==> src/common/boe_defs.svh <==
`ifndef BOE_DEFS_SVH
`define BOE_DEFS_SVH
// Register byte offsets (haddr[11:0])
`define BOE_CMD_OFS 12'h000
`define BOE_ACC_OFS 12'h004
`define BOE_STATUS_OFS 12'h008
`define BOE_PC_OFS 12'h00C
`define BOE_UPPER_OFS 12'h010
`define BOE_STACK_OFS 12'h014
`define BOE_WDT_OFS 12'h018
// File window: haddr[11:9] equal to this, index in haddr[8:2]
`define BOE_FILE_BASE 3'h1
// Command field positions
`define BOE_CMD_OP_LSB 0
`define BOE_CMD_DEST_BIT 3
`define BOE_CMD_ADDR_LSB 8
// Status field positions
`define BOE_ST_ZERO_BIT 0
`define BOE_ST_TIMEOUT_BIT 1
`define BOE_ST_PD_BIT 2
`define BOE_ST_BUSY_BIT 3
// Reset values
`define BOE_ACC_RST 8'h00
`define BOE_PC_RST 15'h0000
`define BOE_UPPER_RST 7'h00
`define BOE_FILE_RST 8'h00
`define BOE_ZERO_RST 1'b0
`define BOE_TIMEOUT_RST 1'b1
`define BOE_PD_RST 1'b1
// Watchdog clear value and counter wrap
`define BOE_WDT_CLEAR 8'h00
`define BOE_WDT_MAX 8'hFF
`endif

==> src/common/boe_pkg.sv <==
`default_nettype none
package boe_pkg;
  typedef enum logic [2:0] {
    BOE_OP_WATCHDOG_CLEAR = 3'b000,
    BOE_OP_CALL_VIA_ACC = 3'b001,
    BOE_OP_COMPLEMENT_FILE = 3'b010,
    BOE_OP_CLEAR_FILE = 3'b011,
    BOE_OP_DECREMENT_FILE = 3'b100,
    BOE_OP_CLEAR_ACC = 3'b101,
    BOE_OP_DECREMENT_SKIP_ZERO = 3'b110,
    BOE_OP_NOP = 3'b111
  } boe_op_t;
  typedef enum logic [1:0] {
    BOE_ST_IDLE = 2'b00,
    BOE_ST_EXEC = 2'b01,
    BOE_ST_SECOND = 2'b10
  } boe_state_t;
endpackage : boe_pkg
`default_nettype wire

==> src/core/boe_exec_core.sv <==
// How it works
// - Watchdog clear zeroes the watchdog counter
// - Watchdog clear zeroes prescaler, sets both flags
// - Accumulator call pushes PC plus one
// - In the same cycle PC gets upper latch and accumulator
// - Accumulator call: two cycles, flags untouched
// - Complement file to accumulator or file
// - Clear file writes zero, sets zero flag
// - Decrement file to accumulator or file
// - Clear accumulator writes zero, sets zero flag
// - Decrement-skip: skip next when result zero
`timescale 1ns/1ps
`default_nettype none
`include "boe_defs.svh"
module boe_exec_core (
  input wire logic clk,
  input wire logic nrst,
  input wire logic hsel,
  input wire logic [31:0] haddr,
  input wire logic [1:0] htrans,
  input wire logic hwrite,
  input wire logic [2:0] hsize,
  input wire logic [31:0] hwdata,
  input wire logic hready,
  output logic hreadyout,
  output logic hresp,
  output logic [31:0] hrdata
);
  boe_pkg::boe_state_t state_reg;
  boe_pkg::boe_op_t op_reg;
  logic dest_reg;
  logic [6:0] addr_reg;
  logic [7:0] acc_reg;
  logic [14:0] pc_reg;
  logic [6:0] upper_reg;
  logic zero_reg, timeout_reg, pd_reg;
  logic [7:0] wdtPre_reg, wdtCount_reg;
  logic [7:0] fileMem [128];
  logic [14:0] stackMem [16];
  logic [3:0] stackPtr_reg;
  logic wrPend_reg;
  logic [11:0] wrAddr_reg;
  logic [31:0] rdata_next;
  logic [7:0] operand, decResult, fileWrData, accWrData;
  logic execWrFile, execWrAcc, inExec, swWr, wrIsFile, accept, twoCycle;
  logic [14:0] stackTop;

  // Bus acceptance of single word transfers
  assign accept = hsel && hready && htrans[1] && (hsize == 3'b010);
  assign swWr = wrPend_reg && (state_reg == boe_pkg::BOE_ST_IDLE);
  assign wrIsFile = (wrAddr_reg[11:9] == `BOE_FILE_BASE);
  assign inExec = (state_reg == boe_pkg::BOE_ST_EXEC);
  assign stackTop = stackMem[4'(stackPtr_reg - 4'h1)];

  // Operand fetch and results
  assign operand = fileMem[addr_reg];
  assign decResult = 8'(operand - 8'h01);
  assign twoCycle = (op_reg == boe_pkg::BOE_OP_CALL_VIA_ACC) ||
                    ((op_reg == boe_pkg::BOE_OP_DECREMENT_SKIP_ZERO) && (decResult == 8'h00));

  // Destination steering of results
  always_comb begin
    execWrFile = 1'b0;
    execWrAcc = 1'b0;
    fileWrData = decResult;
    accWrData = decResult;
    if (inExec) begin
      case (op_reg)
        boe_pkg::BOE_OP_COMPLEMENT_FILE: begin
          fileWrData = ~operand;
          accWrData = ~operand;
          execWrFile = dest_reg;
          execWrAcc = !dest_reg;
        end
        boe_pkg::BOE_OP_CLEAR_FILE: begin
          fileWrData = `BOE_FILE_RST;
          execWrFile = 1'b1;
        end
        boe_pkg::BOE_OP_DECREMENT_FILE, boe_pkg::BOE_OP_DECREMENT_SKIP_ZERO: begin
          execWrFile = dest_reg;
          execWrAcc = !dest_reg;
        end
        boe_pkg::BOE_OP_CLEAR_ACC: begin
          accWrData = `BOE_ACC_RST;
          execWrAcc = 1'b1;
        end
        default: execWrFile = 1'b0;
      endcase
    end
  end

  // Address phase capture for writes
  always_ff @(posedge clk or negedge nrst) begin
    if (!nrst) begin
      wrPend_reg <= 1'b0;
      wrAddr_reg <= 12'h000;
    end else begin
      wrPend_reg <= accept && hwrite;
      wrAddr_reg <= haddr[11:0];
    end
  end

  // Read mux sampled in the address phase
  always_comb begin
    rdata_next = 32'h0000_0000;
    if (haddr[11:9] == `BOE_FILE_BASE) begin
      rdata_next[7:0] = fileMem[haddr[8:2]];
    end else begin
      case (haddr[11:0])
        `BOE_CMD_OFS: rdata_next = {17'h0_0000, addr_reg, 4'h0, dest_reg, op_reg};
        `BOE_ACC_OFS: rdata_next[7:0] = acc_reg;
        `BOE_STATUS_OFS: rdata_next[3:0] = {state_reg != boe_pkg::BOE_ST_IDLE, pd_reg, timeout_reg, zero_reg};
        `BOE_PC_OFS: rdata_next[14:0] = pc_reg;
        `BOE_UPPER_OFS: rdata_next[6:0] = upper_reg;
        `BOE_STACK_OFS: rdata_next = {12'h000, stackPtr_reg, 1'b0, stackTop};
        `BOE_WDT_OFS: rdata_next[15:0] = {wdtCount_reg, wdtPre_reg};
        default: rdata_next = 32'h0000_0000;
      endcase
    end
  end

  // Bus response registers
  always_ff @(posedge clk or negedge nrst) begin
    if (!nrst) begin
      hrdata <= 32'h0000_0000;
      hreadyout <= 1'b1;
      hresp <= 1'b0;
    end else begin
      hreadyout <= 1'b1;
      hresp <= 1'b0;
      if (accept && !hwrite) begin
        hrdata <= rdata_next;
      end
    end
  end

  // Command latch and sequencer
  always_ff @(posedge clk or negedge nrst) begin
    if (!nrst) begin
      state_reg <= boe_pkg::BOE_ST_IDLE;
      op_reg <= boe_pkg::BOE_OP_NOP;
      dest_reg <= 1'b0;
      addr_reg <= 7'h00;
    end else begin
      case (state_reg)
        boe_pkg::BOE_ST_IDLE: begin
          if (swWr && (wrAddr_reg == `BOE_CMD_OFS)) begin
            op_reg <= boe_pkg::boe_op_t'(hwdata[`BOE_CMD_OP_LSB +: 3]);
            dest_reg <= hwdata[`BOE_CMD_DEST_BIT];
            addr_reg <= hwdata[`BOE_CMD_ADDR_LSB +: 7];
            state_reg <= boe_pkg::BOE_ST_EXEC;
          end
        end
        boe_pkg::BOE_ST_EXEC: begin
          state_reg <= twoCycle ? boe_pkg::BOE_ST_SECOND : boe_pkg::BOE_ST_IDLE;
        end
        boe_pkg::BOE_ST_SECOND: begin
          state_reg <= boe_pkg::BOE_ST_IDLE;
        end
        default: begin
          state_reg <= boe_pkg::BOE_ST_IDLE;
        end
      endcase
    end
  end

  // Accumulator
  always_ff @(posedge clk or negedge nrst) begin
    if (!nrst) begin
      acc_reg <= `BOE_ACC_RST;
    end else if (execWrAcc) begin
      acc_reg <= accWrData;
    end else if (swWr && (wrAddr_reg == `BOE_ACC_OFS)) begin
      acc_reg <= hwdata[7:0];
    end
  end

  // Program counter and upper latch
  always_ff @(posedge clk or negedge nrst) begin
    if (!nrst) begin
      pc_reg <= `BOE_PC_RST;
      upper_reg <= `BOE_UPPER_RST;
    end else begin
      if (inExec && (op_reg == boe_pkg::BOE_OP_CALL_VIA_ACC)) begin
        pc_reg <= {upper_reg, acc_reg};
      end else if (inExec) begin
        pc_reg <= 15'(pc_reg + 15'h0001);
      end else if ((state_reg == boe_pkg::BOE_ST_SECOND) &&
                   (op_reg == boe_pkg::BOE_OP_DECREMENT_SKIP_ZERO)) begin
        pc_reg <= 15'(pc_reg + 15'h0001);
      end else if (swWr && (wrAddr_reg == `BOE_PC_OFS)) begin
        pc_reg <= hwdata[14:0];
      end
      if (swWr && (wrAddr_reg == `BOE_UPPER_OFS)) begin
        upper_reg <= hwdata[6:0];
      end
    end
  end

  // Status flags
  always_ff @(posedge clk or negedge nrst) begin
    if (!nrst) begin
      zero_reg <= `BOE_ZERO_RST;
      timeout_reg <= `BOE_TIMEOUT_RST;
      pd_reg <= `BOE_PD_RST;
    end else if (inExec && (op_reg == boe_pkg::BOE_OP_WATCHDOG_CLEAR)) begin
      timeout_reg <= 1'b1;
      pd_reg <= 1'b1;
    end else if (inExec && ((op_reg == boe_pkg::BOE_OP_CLEAR_FILE) || (op_reg == boe_pkg::BOE_OP_CLEAR_ACC))) begin
      zero_reg <= 1'b1;
    end else if (inExec && (op_reg == boe_pkg::BOE_OP_COMPLEMENT_FILE)) begin
      zero_reg <= (~operand == 8'h00);
    end else if (inExec && (op_reg == boe_pkg::BOE_OP_DECREMENT_FILE)) begin
      zero_reg <= (decResult == 8'h00);
    end else if (swWr && (wrAddr_reg == `BOE_STATUS_OFS)) begin
      zero_reg <= hwdata[`BOE_ST_ZERO_BIT];
      timeout_reg <= hwdata[`BOE_ST_TIMEOUT_BIT];
      pd_reg <= hwdata[`BOE_ST_PD_BIT];
    end else if ((wdtCount_reg == `BOE_WDT_MAX) && (wdtPre_reg == `BOE_WDT_MAX)) begin
      timeout_reg <= 1'b0;
    end
  end

  // Watchdog prescaler and counter
  always_ff @(posedge clk or negedge nrst) begin
    if (!nrst) begin
      wdtPre_reg <= `BOE_WDT_CLEAR;
      wdtCount_reg <= `BOE_WDT_CLEAR;
    end else if (inExec && (op_reg == boe_pkg::BOE_OP_WATCHDOG_CLEAR)) begin
      wdtPre_reg <= `BOE_WDT_CLEAR;
      wdtCount_reg <= `BOE_WDT_CLEAR;
    end else begin
      wdtPre_reg <= 8'(wdtPre_reg + 8'h01);
      if (wdtPre_reg == `BOE_WDT_MAX) begin
        wdtCount_reg <= 8'(wdtCount_reg + 8'h01);
      end
    end
  end

  // Return stack pointer
  always_ff @(posedge clk or negedge nrst) begin
    if (!nrst) begin
      stackPtr_reg <= 4'h0;
    end else if (inExec && (op_reg == boe_pkg::BOE_OP_CALL_VIA_ACC)) begin
      stackPtr_reg <= 4'(stackPtr_reg + 4'h1);
    end
  end

  // Stack entries and file registers
  for (genvar i = 0; i < 16; i++) begin : gStack
    always_ff @(posedge clk or negedge nrst) begin
      if (!nrst) begin
        stackMem[i] <= `BOE_PC_RST;
      end else if (inExec && (op_reg == boe_pkg::BOE_OP_CALL_VIA_ACC) && (stackPtr_reg == 4'(i))) begin
        stackMem[i] <= 15'(pc_reg + 15'h0001);
      end
    end
  end
  for (genvar i = 0; i < 128; i++) begin : gFile
    always_ff @(posedge clk or negedge nrst) begin
      if (!nrst) begin
        fileMem[i] <= `BOE_FILE_RST;
      end else if (execWrFile && (addr_reg == 7'(i))) begin
        fileMem[i] <= fileWrData;
      end else if (swWr && wrIsFile && (wrAddr_reg[8:2] == 7'(i))) begin
        fileMem[i] <= hwdata[7:0];
      end
    end
  end

  // Checks next to the logic
  property p_wdtZero;
    @(posedge clk) disable iff (!nrst)
    (inExec && op_reg == boe_pkg::BOE_OP_WATCHDOG_CLEAR) |=> (wdtCount_reg == 8'h00);
  endproperty
  a_wdtZero: assert property (p_wdtZero) else $error("watchdog counter not cleared");
  property p_wdtFlags;
    @(posedge clk) disable iff (!nrst)
    (inExec && op_reg == boe_pkg::BOE_OP_WATCHDOG_CLEAR) |=> (wdtPre_reg == 8'h00) && timeout_reg && pd_reg;
  endproperty
  a_wdtFlags: assert property (p_wdtFlags) else $error("prescaler or flags wrong after clear");
  property p_callPush;
    @(posedge clk) disable iff (!nrst)
    (inExec && op_reg == boe_pkg::BOE_OP_CALL_VIA_ACC) |=> (stackTop == 15'($past(pc_reg) + 15'h0001));
  endproperty
  a_callPush: assert property (p_callPush) else $error("return address not pushed");
  property p_callTarget;
    @(posedge clk) disable iff (!nrst)
    (inExec && op_reg == boe_pkg::BOE_OP_CALL_VIA_ACC) |=> (pc_reg == {$past(upper_reg), $past(acc_reg)});
  endproperty
  a_callTarget: assert property (p_callTarget) else $error("call target wrong");
  property p_callTwo;
    @(posedge clk) disable iff (!nrst)
    (inExec && op_reg == boe_pkg::BOE_OP_CALL_VIA_ACC) |=>
      (state_reg == boe_pkg::BOE_ST_SECOND) && $stable(zero_reg) && $stable(pd_reg) ##1
      (state_reg == boe_pkg::BOE_ST_IDLE) && $stable(zero_reg);
  endproperty
  a_callTwo: assert property (p_callTwo) else $error("call length or flags wrong");
  property p_compAcc;
    @(posedge clk) disable iff (!nrst)
    (inExec && op_reg == boe_pkg::BOE_OP_COMPLEMENT_FILE && !dest_reg) |=> (acc_reg == ~$past(operand));
  endproperty
  a_compAcc: assert property (p_compAcc) else $error("complement result wrong");
  property p_clearFile;
    @(posedge clk) disable iff (!nrst)
    (inExec && op_reg == boe_pkg::BOE_OP_CLEAR_FILE) |=> (fileMem[$past(addr_reg)] == 8'h00) && zero_reg;
  endproperty
  a_clearFile: assert property (p_clearFile) else $error("clear file wrong");
  property p_decFile;
    @(posedge clk) disable iff (!nrst)
    (inExec && op_reg == boe_pkg::BOE_OP_DECREMENT_FILE && dest_reg) |=>
      (fileMem[$past(addr_reg)] == 8'($past(operand) - 8'h01));
  endproperty
  a_decFile: assert property (p_decFile) else $error("decrement result wrong");
  property p_clearAcc;
    @(posedge clk) disable iff (!nrst)
    (inExec && op_reg == boe_pkg::BOE_OP_CLEAR_ACC) |=> (acc_reg == 8'h00) && zero_reg;
  endproperty
  a_clearAcc: assert property (p_clearAcc) else $error("clear accumulator wrong");
  property p_skip;
    @(posedge clk) disable iff (!nrst)
    (inExec && op_reg == boe_pkg::BOE_OP_DECREMENT_SKIP_ZERO && decResult == 8'h00) |=>
      (state_reg == boe_pkg::BOE_ST_SECOND) ##1 (pc_reg == 15'($past(pc_reg, 2) + 15'h0002)) && $stable(zero_reg);
  endproperty
  a_skip: assert property (p_skip) else $error("skip not taken");
  property p_zeroUpd;
    @(posedge clk) disable iff (!nrst)
    (inExec && (op_reg == boe_pkg::BOE_OP_COMPLEMENT_FILE || op_reg == boe_pkg::BOE_OP_DECREMENT_FILE)) |=>
      (zero_reg == ($past(op_reg == boe_pkg::BOE_OP_COMPLEMENT_FILE) ? ($past(operand) == 8'hFF) :
                    ($past(operand) == 8'h01)));
  endproperty
  a_zeroUpd: assert property (p_zeroUpd) else $error("zero flag wrong");
  property p_single;
    @(posedge clk) disable iff (!nrst)
    (inExec && !twoCycle) |=> (state_reg == boe_pkg::BOE_ST_IDLE);
  endproperty
  a_single: assert property (p_single) else $error("single cycle form too long");
endmodule : boe_exec_core
`default_nettype wire

==> config.mk <==
export PLATFORM = sky130hd
export DESIGN_NAME = boe_exec_core
export DESIGN_NICKNAME = d
export VERILOG_FILES = /design/src/common/boe_pkg.sv /design/src/core/boe_exec_core.sv
export VERILOG_INCLUDE_DIRS = /design/src /design/src/common
export SDC_FILE = /design/constraint.sdc
export NUM_CORES = 2
export LEC_CHECK = 0
export BUFFER_PORTS_ARGS = -buffer_cell sky130_fd_sc_hd__buf_2
export CAP_MARGIN = 30
export CORE_ASPECT_RATIO = 0.9
export CORE_MARGIN = 1.5
export CORE_UTILIZATION = 50
export DETAILED_ROUTE_END_ITERATION = 8
export HOLD_SLACK_MARGIN = 0.03
export PLACE_DENSITY = 0.76
export RECOVER_POWER = 50
export SLEW_MARGIN = 5
export SYNTH_ARGS = -nofsm -noshare
export SYNTH_HDL_FRONTEND = slang
export SYNTH_SLANG_ARGS = --single-unit
export TNS_END_PERCENT = 20
==> constraint.sdc <==
create_clock -name clk -period 9.3 [get_ports clk]
set_input_delay 1.86 -clock clk [delete_from_list [all_inputs] [get_ports clk]]
set_output_delay 1.86 -clock clk [all_outputs]
set_load 0.02 [all_outputs]
After elaboration in Yosys (flattened, before gate mapping)
Index checks and enable logic that the tools add are counted.
Widths: inputs -> output; s select.

operators by class
  muxes and demuxes = 308
  equal/unequal tests = 296
  magnitude comparators = 3
  reduce and logical (&&, ||, !) cells = 445
  bitwise operators = 5
  $add $sub $neg = 6

operators with widths
  cell                 count
  $mux 8               268
  $eq 7x7->1 const B   128
  $eq 7x6->1 const B   64
  $logic_and 1x1->1    292
  $reduce_bool 2->1    132
  $eq 7x5->1 const B   32
  $bmux 8 s7           2
  $eq 7x4->1 const B   16
  $mux 15              6
  $bmux 15 s4          1
  $eq 7x3->1 const B   8
  $eq 12x4->1 const B  4
  $eq 12x5->1 const B  4
  $eq 4x4->1 const B   8
  $pmux 8 s2           2
  $eq 7x2->1 const B   4
  $pmux 4 s7           1
  $pmux 7 s4           1
  $eq 12x3->1 const B  2
  $logic_not 12->1     2
  $mux 1               18
  $add 8x1->8 const B  2
  $eq 4x3->1 const B   4
  $eq 8x8->1 const B   2
  other kinds (39)     60

storage, ports and cells
  output and inout bits = 34
  bits in registers = 1,375
  bits of input ports = 74

Longest topological paths before layout
  word-level depth = 10
  depth in mapped cells = 23
  depth with buffers taken out = 13

Worst setup path after synthesis
No wires, ideal clock.

  kind = input to register
  start = input haddr[2]
  end = register hrdata[0]
  arrival time = 4.982 ns
  setup slack = 4.197 ns
  buffers on the path = 3
  stages = 9
  library setup time = 0.121 ns
  cells stage by stage = clkbuf_1 buf_1 clkbuf_1 mux4_2 mux4_2 mux4_2 mux2i_1 nor2_1 o22a_1

on the way
  cells in the longest elaborated chain, start to end = 5
  elaborated cells on any way between the ends = 13

ends and longest elaborated chain
  item                                       RTL line              text
  from (decl)                                boe_exec_core.sv:19   input wire logic [31:0] haddr,
  $not 7->8 (not written as such)            boe_exec_core.sv:107  rdata_next[7:0] = fileMem[haddr[8:2]];
  $bmux 8 s7                                 boe_exec_core.sv:107
  $mux 8 (not written as such) (2 in a row)  boe_exec_core.sv:107
  $mux 8 (*)                                 boe_exec_core.sv:106  if (haddr[11:9] == `BOE_FILE_BASE) begin
  to (signal assigned)                       boe_exec_core.sv:132  hrdata <= rdata_next;
  to (decl)                                  boe_exec_core.sv:27   output logic [31:0] hrdata

Every way passes the cells marked *; elsewhere a longest branch is shown, timed or not. The select of a mux whose other input is x is not followed.
A chain may end at the register's enable or synchronous reset.

Worst setup path in the final report
  start = input hwdata[0]
  end = register zero_reg

on the way
  cells in the longest elaborated chain, start to end = 4

ends and longest elaborated chain
  item                  RTL line              text
  from (decl)           boe_exec_core.sv:23   input wire logic [31:0] hwdata,
  $mux 1                boe_exec_core.sv:215  end else if (swWr && (wrAddr_reg == `BOE_STATUS_OFS)) begin
  $mux 1                boe_exec_core.sv:213  end else if (inExec && (op_reg == boe_pkg::BOE_OP_DECREMENT_FILE)) begin
  $mux 1                boe_exec_core.sv:211  end else if (inExec && (op_reg == boe_pkg::BOE_OP_COMPLEMENT_FILE)) begin
  $mux 1                boe_exec_core.sv:209  end else if (inExec && ((op_reg == boe_pkg::BOE_OP_CLEAR_FILE) || (op_reg == boe_pkg::BOE_OP_CLEAR_ACC))) begi ...
  to (signal assigned)  boe_exec_core.sv:212  zero_reg <= (~operand == 8'h00);
  to (signal assigned)  boe_exec_core.sv:214  zero_reg <= (decResult == 8'h00);
  to (signal assigned)  boe_exec_core.sv:216  zero_reg <= hwdata[`BOE_ST_ZERO_BIT];
  to (decl)             boe_exec_core.sv:36   logic zero_reg, timeout_reg, pd_reg;

No other way between the ends. The select of a mux whose other input is x is not followed.

==> results.cfg <==
[sta]
finalSetupTns_ns = 0
tightest_slew_ns = 4.15
timing.fmax_ghz = 0.144
hold_ws_ns = 0.467
fin_crit_sh = 0.745
hold_viol = 0
relSlewSlack = -1.76
final-setup-viol-count = 0
drv_slew = 859
fin_crit_ns = 6.93
rsz0062_at_grt = false
finClkSkew_ns = 0.0490
setup_ws_ns = 2.37

[critical_path]
startpoint = hwdata[0]
critPathLaunchType = primary input
crit_arrival_ns = 7.69
cp_max_fo = 54
path_class = primary input to flip-flop
end_kind = flip-flop
reg2reg_from = addr_reg[3]$_DFFE_PN0P_
crit_required_ns = 10.06

[grt]
overflow = 0
grtUsageTotal = 0.350
grt_pass1_wl_um = 431000
antenna_found_initial = 18
grt_pass1_vias = 64127
grt_start_max_net_pins = 171

[cts]
clk_path_buf_depth = 3
cts_buffers = 150
clk-insertion-delay-late_ns = 0.85
clk_transition_reported_paths_ns = 0.06
post-cts-setup-buffer-count = 0
cts.sinks = 1363
cts_root_buf = clkbuf_16
htree_levels = 4
cts-resized-gates = 0
cts_hold_buf = 0
tritoncts = yes

[detailed_routing]
dr.pass1.iters = 9
ant_nets = 0
drt_first_iter_violations = 11075
routed_wl_um = 292000
viasPerCell = 7.02
num_vias = 67460
wl_per_cell_um = 30.4
drc = 40

[logic_synthesis]
yosysTopAreaCell = dfrtp_1
synth_top_area_share = 0.419
synthArstFlopShare = 1.00
ys_seq_elements = 1363
synth-xor-area-share = 0.00355
yosysMostFrequentCell = dfrtp_1
synth_top_family_by_area = multiplexers
synth_fa_ha_area_frac = 0.00170
synth_compound_area_frac = 0.151
synthMuxAreaShare = 0.267
syn_area_sq_um = 81200
ys_seq_area_frac = 0.420
synth-simple-area-share = 0.111
netlist_instances = 7604
synth-main-ff-cell = dfrtp_1
synthTopCellsByArea = dfrtp_1 42%, mux4_2 16%, mux2i_1 6.9%, o21ai_0 4.7%, nand2_1 4.3%
synth_cell_types = 93
yosysWarningCount = 0
yosys-top-cells-count = 1358 x dfrtp_1, 935 x nand2_1, 760 x o21ai_0
synth.avg_cell_area_sq_um = 10.7
synth-edff-count = 0

[placed_design]
dp.cells = 9280
numPortBuffers = 55
dp_slack_ns = 2.97
place.gp.congestion = 1.05
dpl.hpwl_um = 189000

[floorplan]
die-height_um = 385
die_area_sq_um = 165000
coreArea_sq_um = 162000
start_util = 0.502
die_w_um = 428
io_pins = 108
fp-row-count = 140

[outcome]
status = finished, violations left
violations = DRC, capacitance limit, slew limit

[final_layout]
final_cells = 9611
largest_reg_flops = 1024
syn_to_final_growth_pct = 9.14
fin_nets = 7429
final_core_util = 0.548
drive_above_1_share = 0.203
reg_top3 = fileMem (1024), stackMem (240), hrdata (20)
fillCellCount = 13243
top_register = fileMem

[pwr]
p_per_area_nw_per_um2 = 145
vdd_drop_max_mv = 0.223
p_leak_uw = 0.0344

[flow_run]
max_cap_violations = 15

[worst_hold_path]
holdCritPathClass = flip-flop to flip-flop
hold_start = hrdata[16]$_DFFE_PN0P_
==> report_power, final <==
part	total, uW	internal (uW)	switching, uW
combinational	592	153	439
clock	6300	3610	2700
sequential	5960	5950	16.0
total	12900	9710	3150
==> metal layers <==
metal | vias to the layer above | GRT usage | share of wire
li1 | 27504 | - | -
met1 | 33431 | 0.457 | 0.36
met2 | 5326 | 0.482 | 0.41
met3 | 1181 | 0.165 | 0.16
met4 | 18 | 0.181 | 0.065
met5 | - | 0.0114 | 0.0010
==> through the flow <==
step	area [sq um]	total power (uW)
floorplan	81200	6350
global placement	82400	6630
detailed placement	83200	6640
CTS	88400	12800
global route	88500	13100
finish	88600	12900
==> layout by cell type, fill, tap and decap left out, drive strengths merged, types with 18 or more instances in the layout <==
cell / instances
a211oi: 307
dfrtp: 1358
o211ai: 24
nand2: 935
mux4: 585
nor3b: 29
xnor2: 18
nor3: 25
nand3: 86
a221oi: 25
mux2: 261
inv: 26
nor2: 491
a22oi: 197
a21oi: 541
mux2i: 558
buf: 315
a221o: 31
clkbuf: 258
nor2b: 313
nand4: 30
clkinv: 31
o21ai: 783
==> worst max-delay path, stage by stage <==
cell	delay, ns
clkbuf_1	1.82
clkbuf_1	2.59
inv_1	0.68
a21o_1	0.35
o21ai_0	0.08
o31ai_1	0.10
o21ai_0	0.08
==> logic make-up after synthesis <==
| group | Yosys count |
|---|---|
| compound gates | 1998 |
| simple gates | 1998 |
| flops | 1363 |
| buf+inv | 796 |
| mux | 1404 |
| xor+xnor | 32 |
| fa+ha+maj | 11 |
| other cells | 2 |
==> layout make-up <==
type	count	area, sq um	share of cell area
Tap cell	2130	2670	0.0301
Antenna cell	17	42.5	0.000480
Clock inverter	53	791	0.00893
Inverter	18	67.6	0.000763
Clock buffer	219	4360	0.0493
Sequential cell	1363	34100	0.385
Timing Repair Buffer	354	2930	0.0331
Multi-Input combinational cell	5457	43600	0.492
==> final timing paths <==
kind,to,slack [ns],cells after the start
setup / recovery,zero_reg$_DFFE_PN0P_,2.37,7
min in group asynchronous,fileMem[1022]$_DFFE_PN0P_,1.05,1
hold reg to reg,hrdata[16]$_DFFE_PN0P_,0.47,2
hold / removal,hrdata[16]$_DFFE_PN0P_,0.47,2
max in group asynchronous,addr_reg[1]$_DFFE_PN0P_,3.25,2
setup reg to reg,fileMem[94]$_DFFE_PN0P_,2.60,16
(Power assumes the default switching activity.)
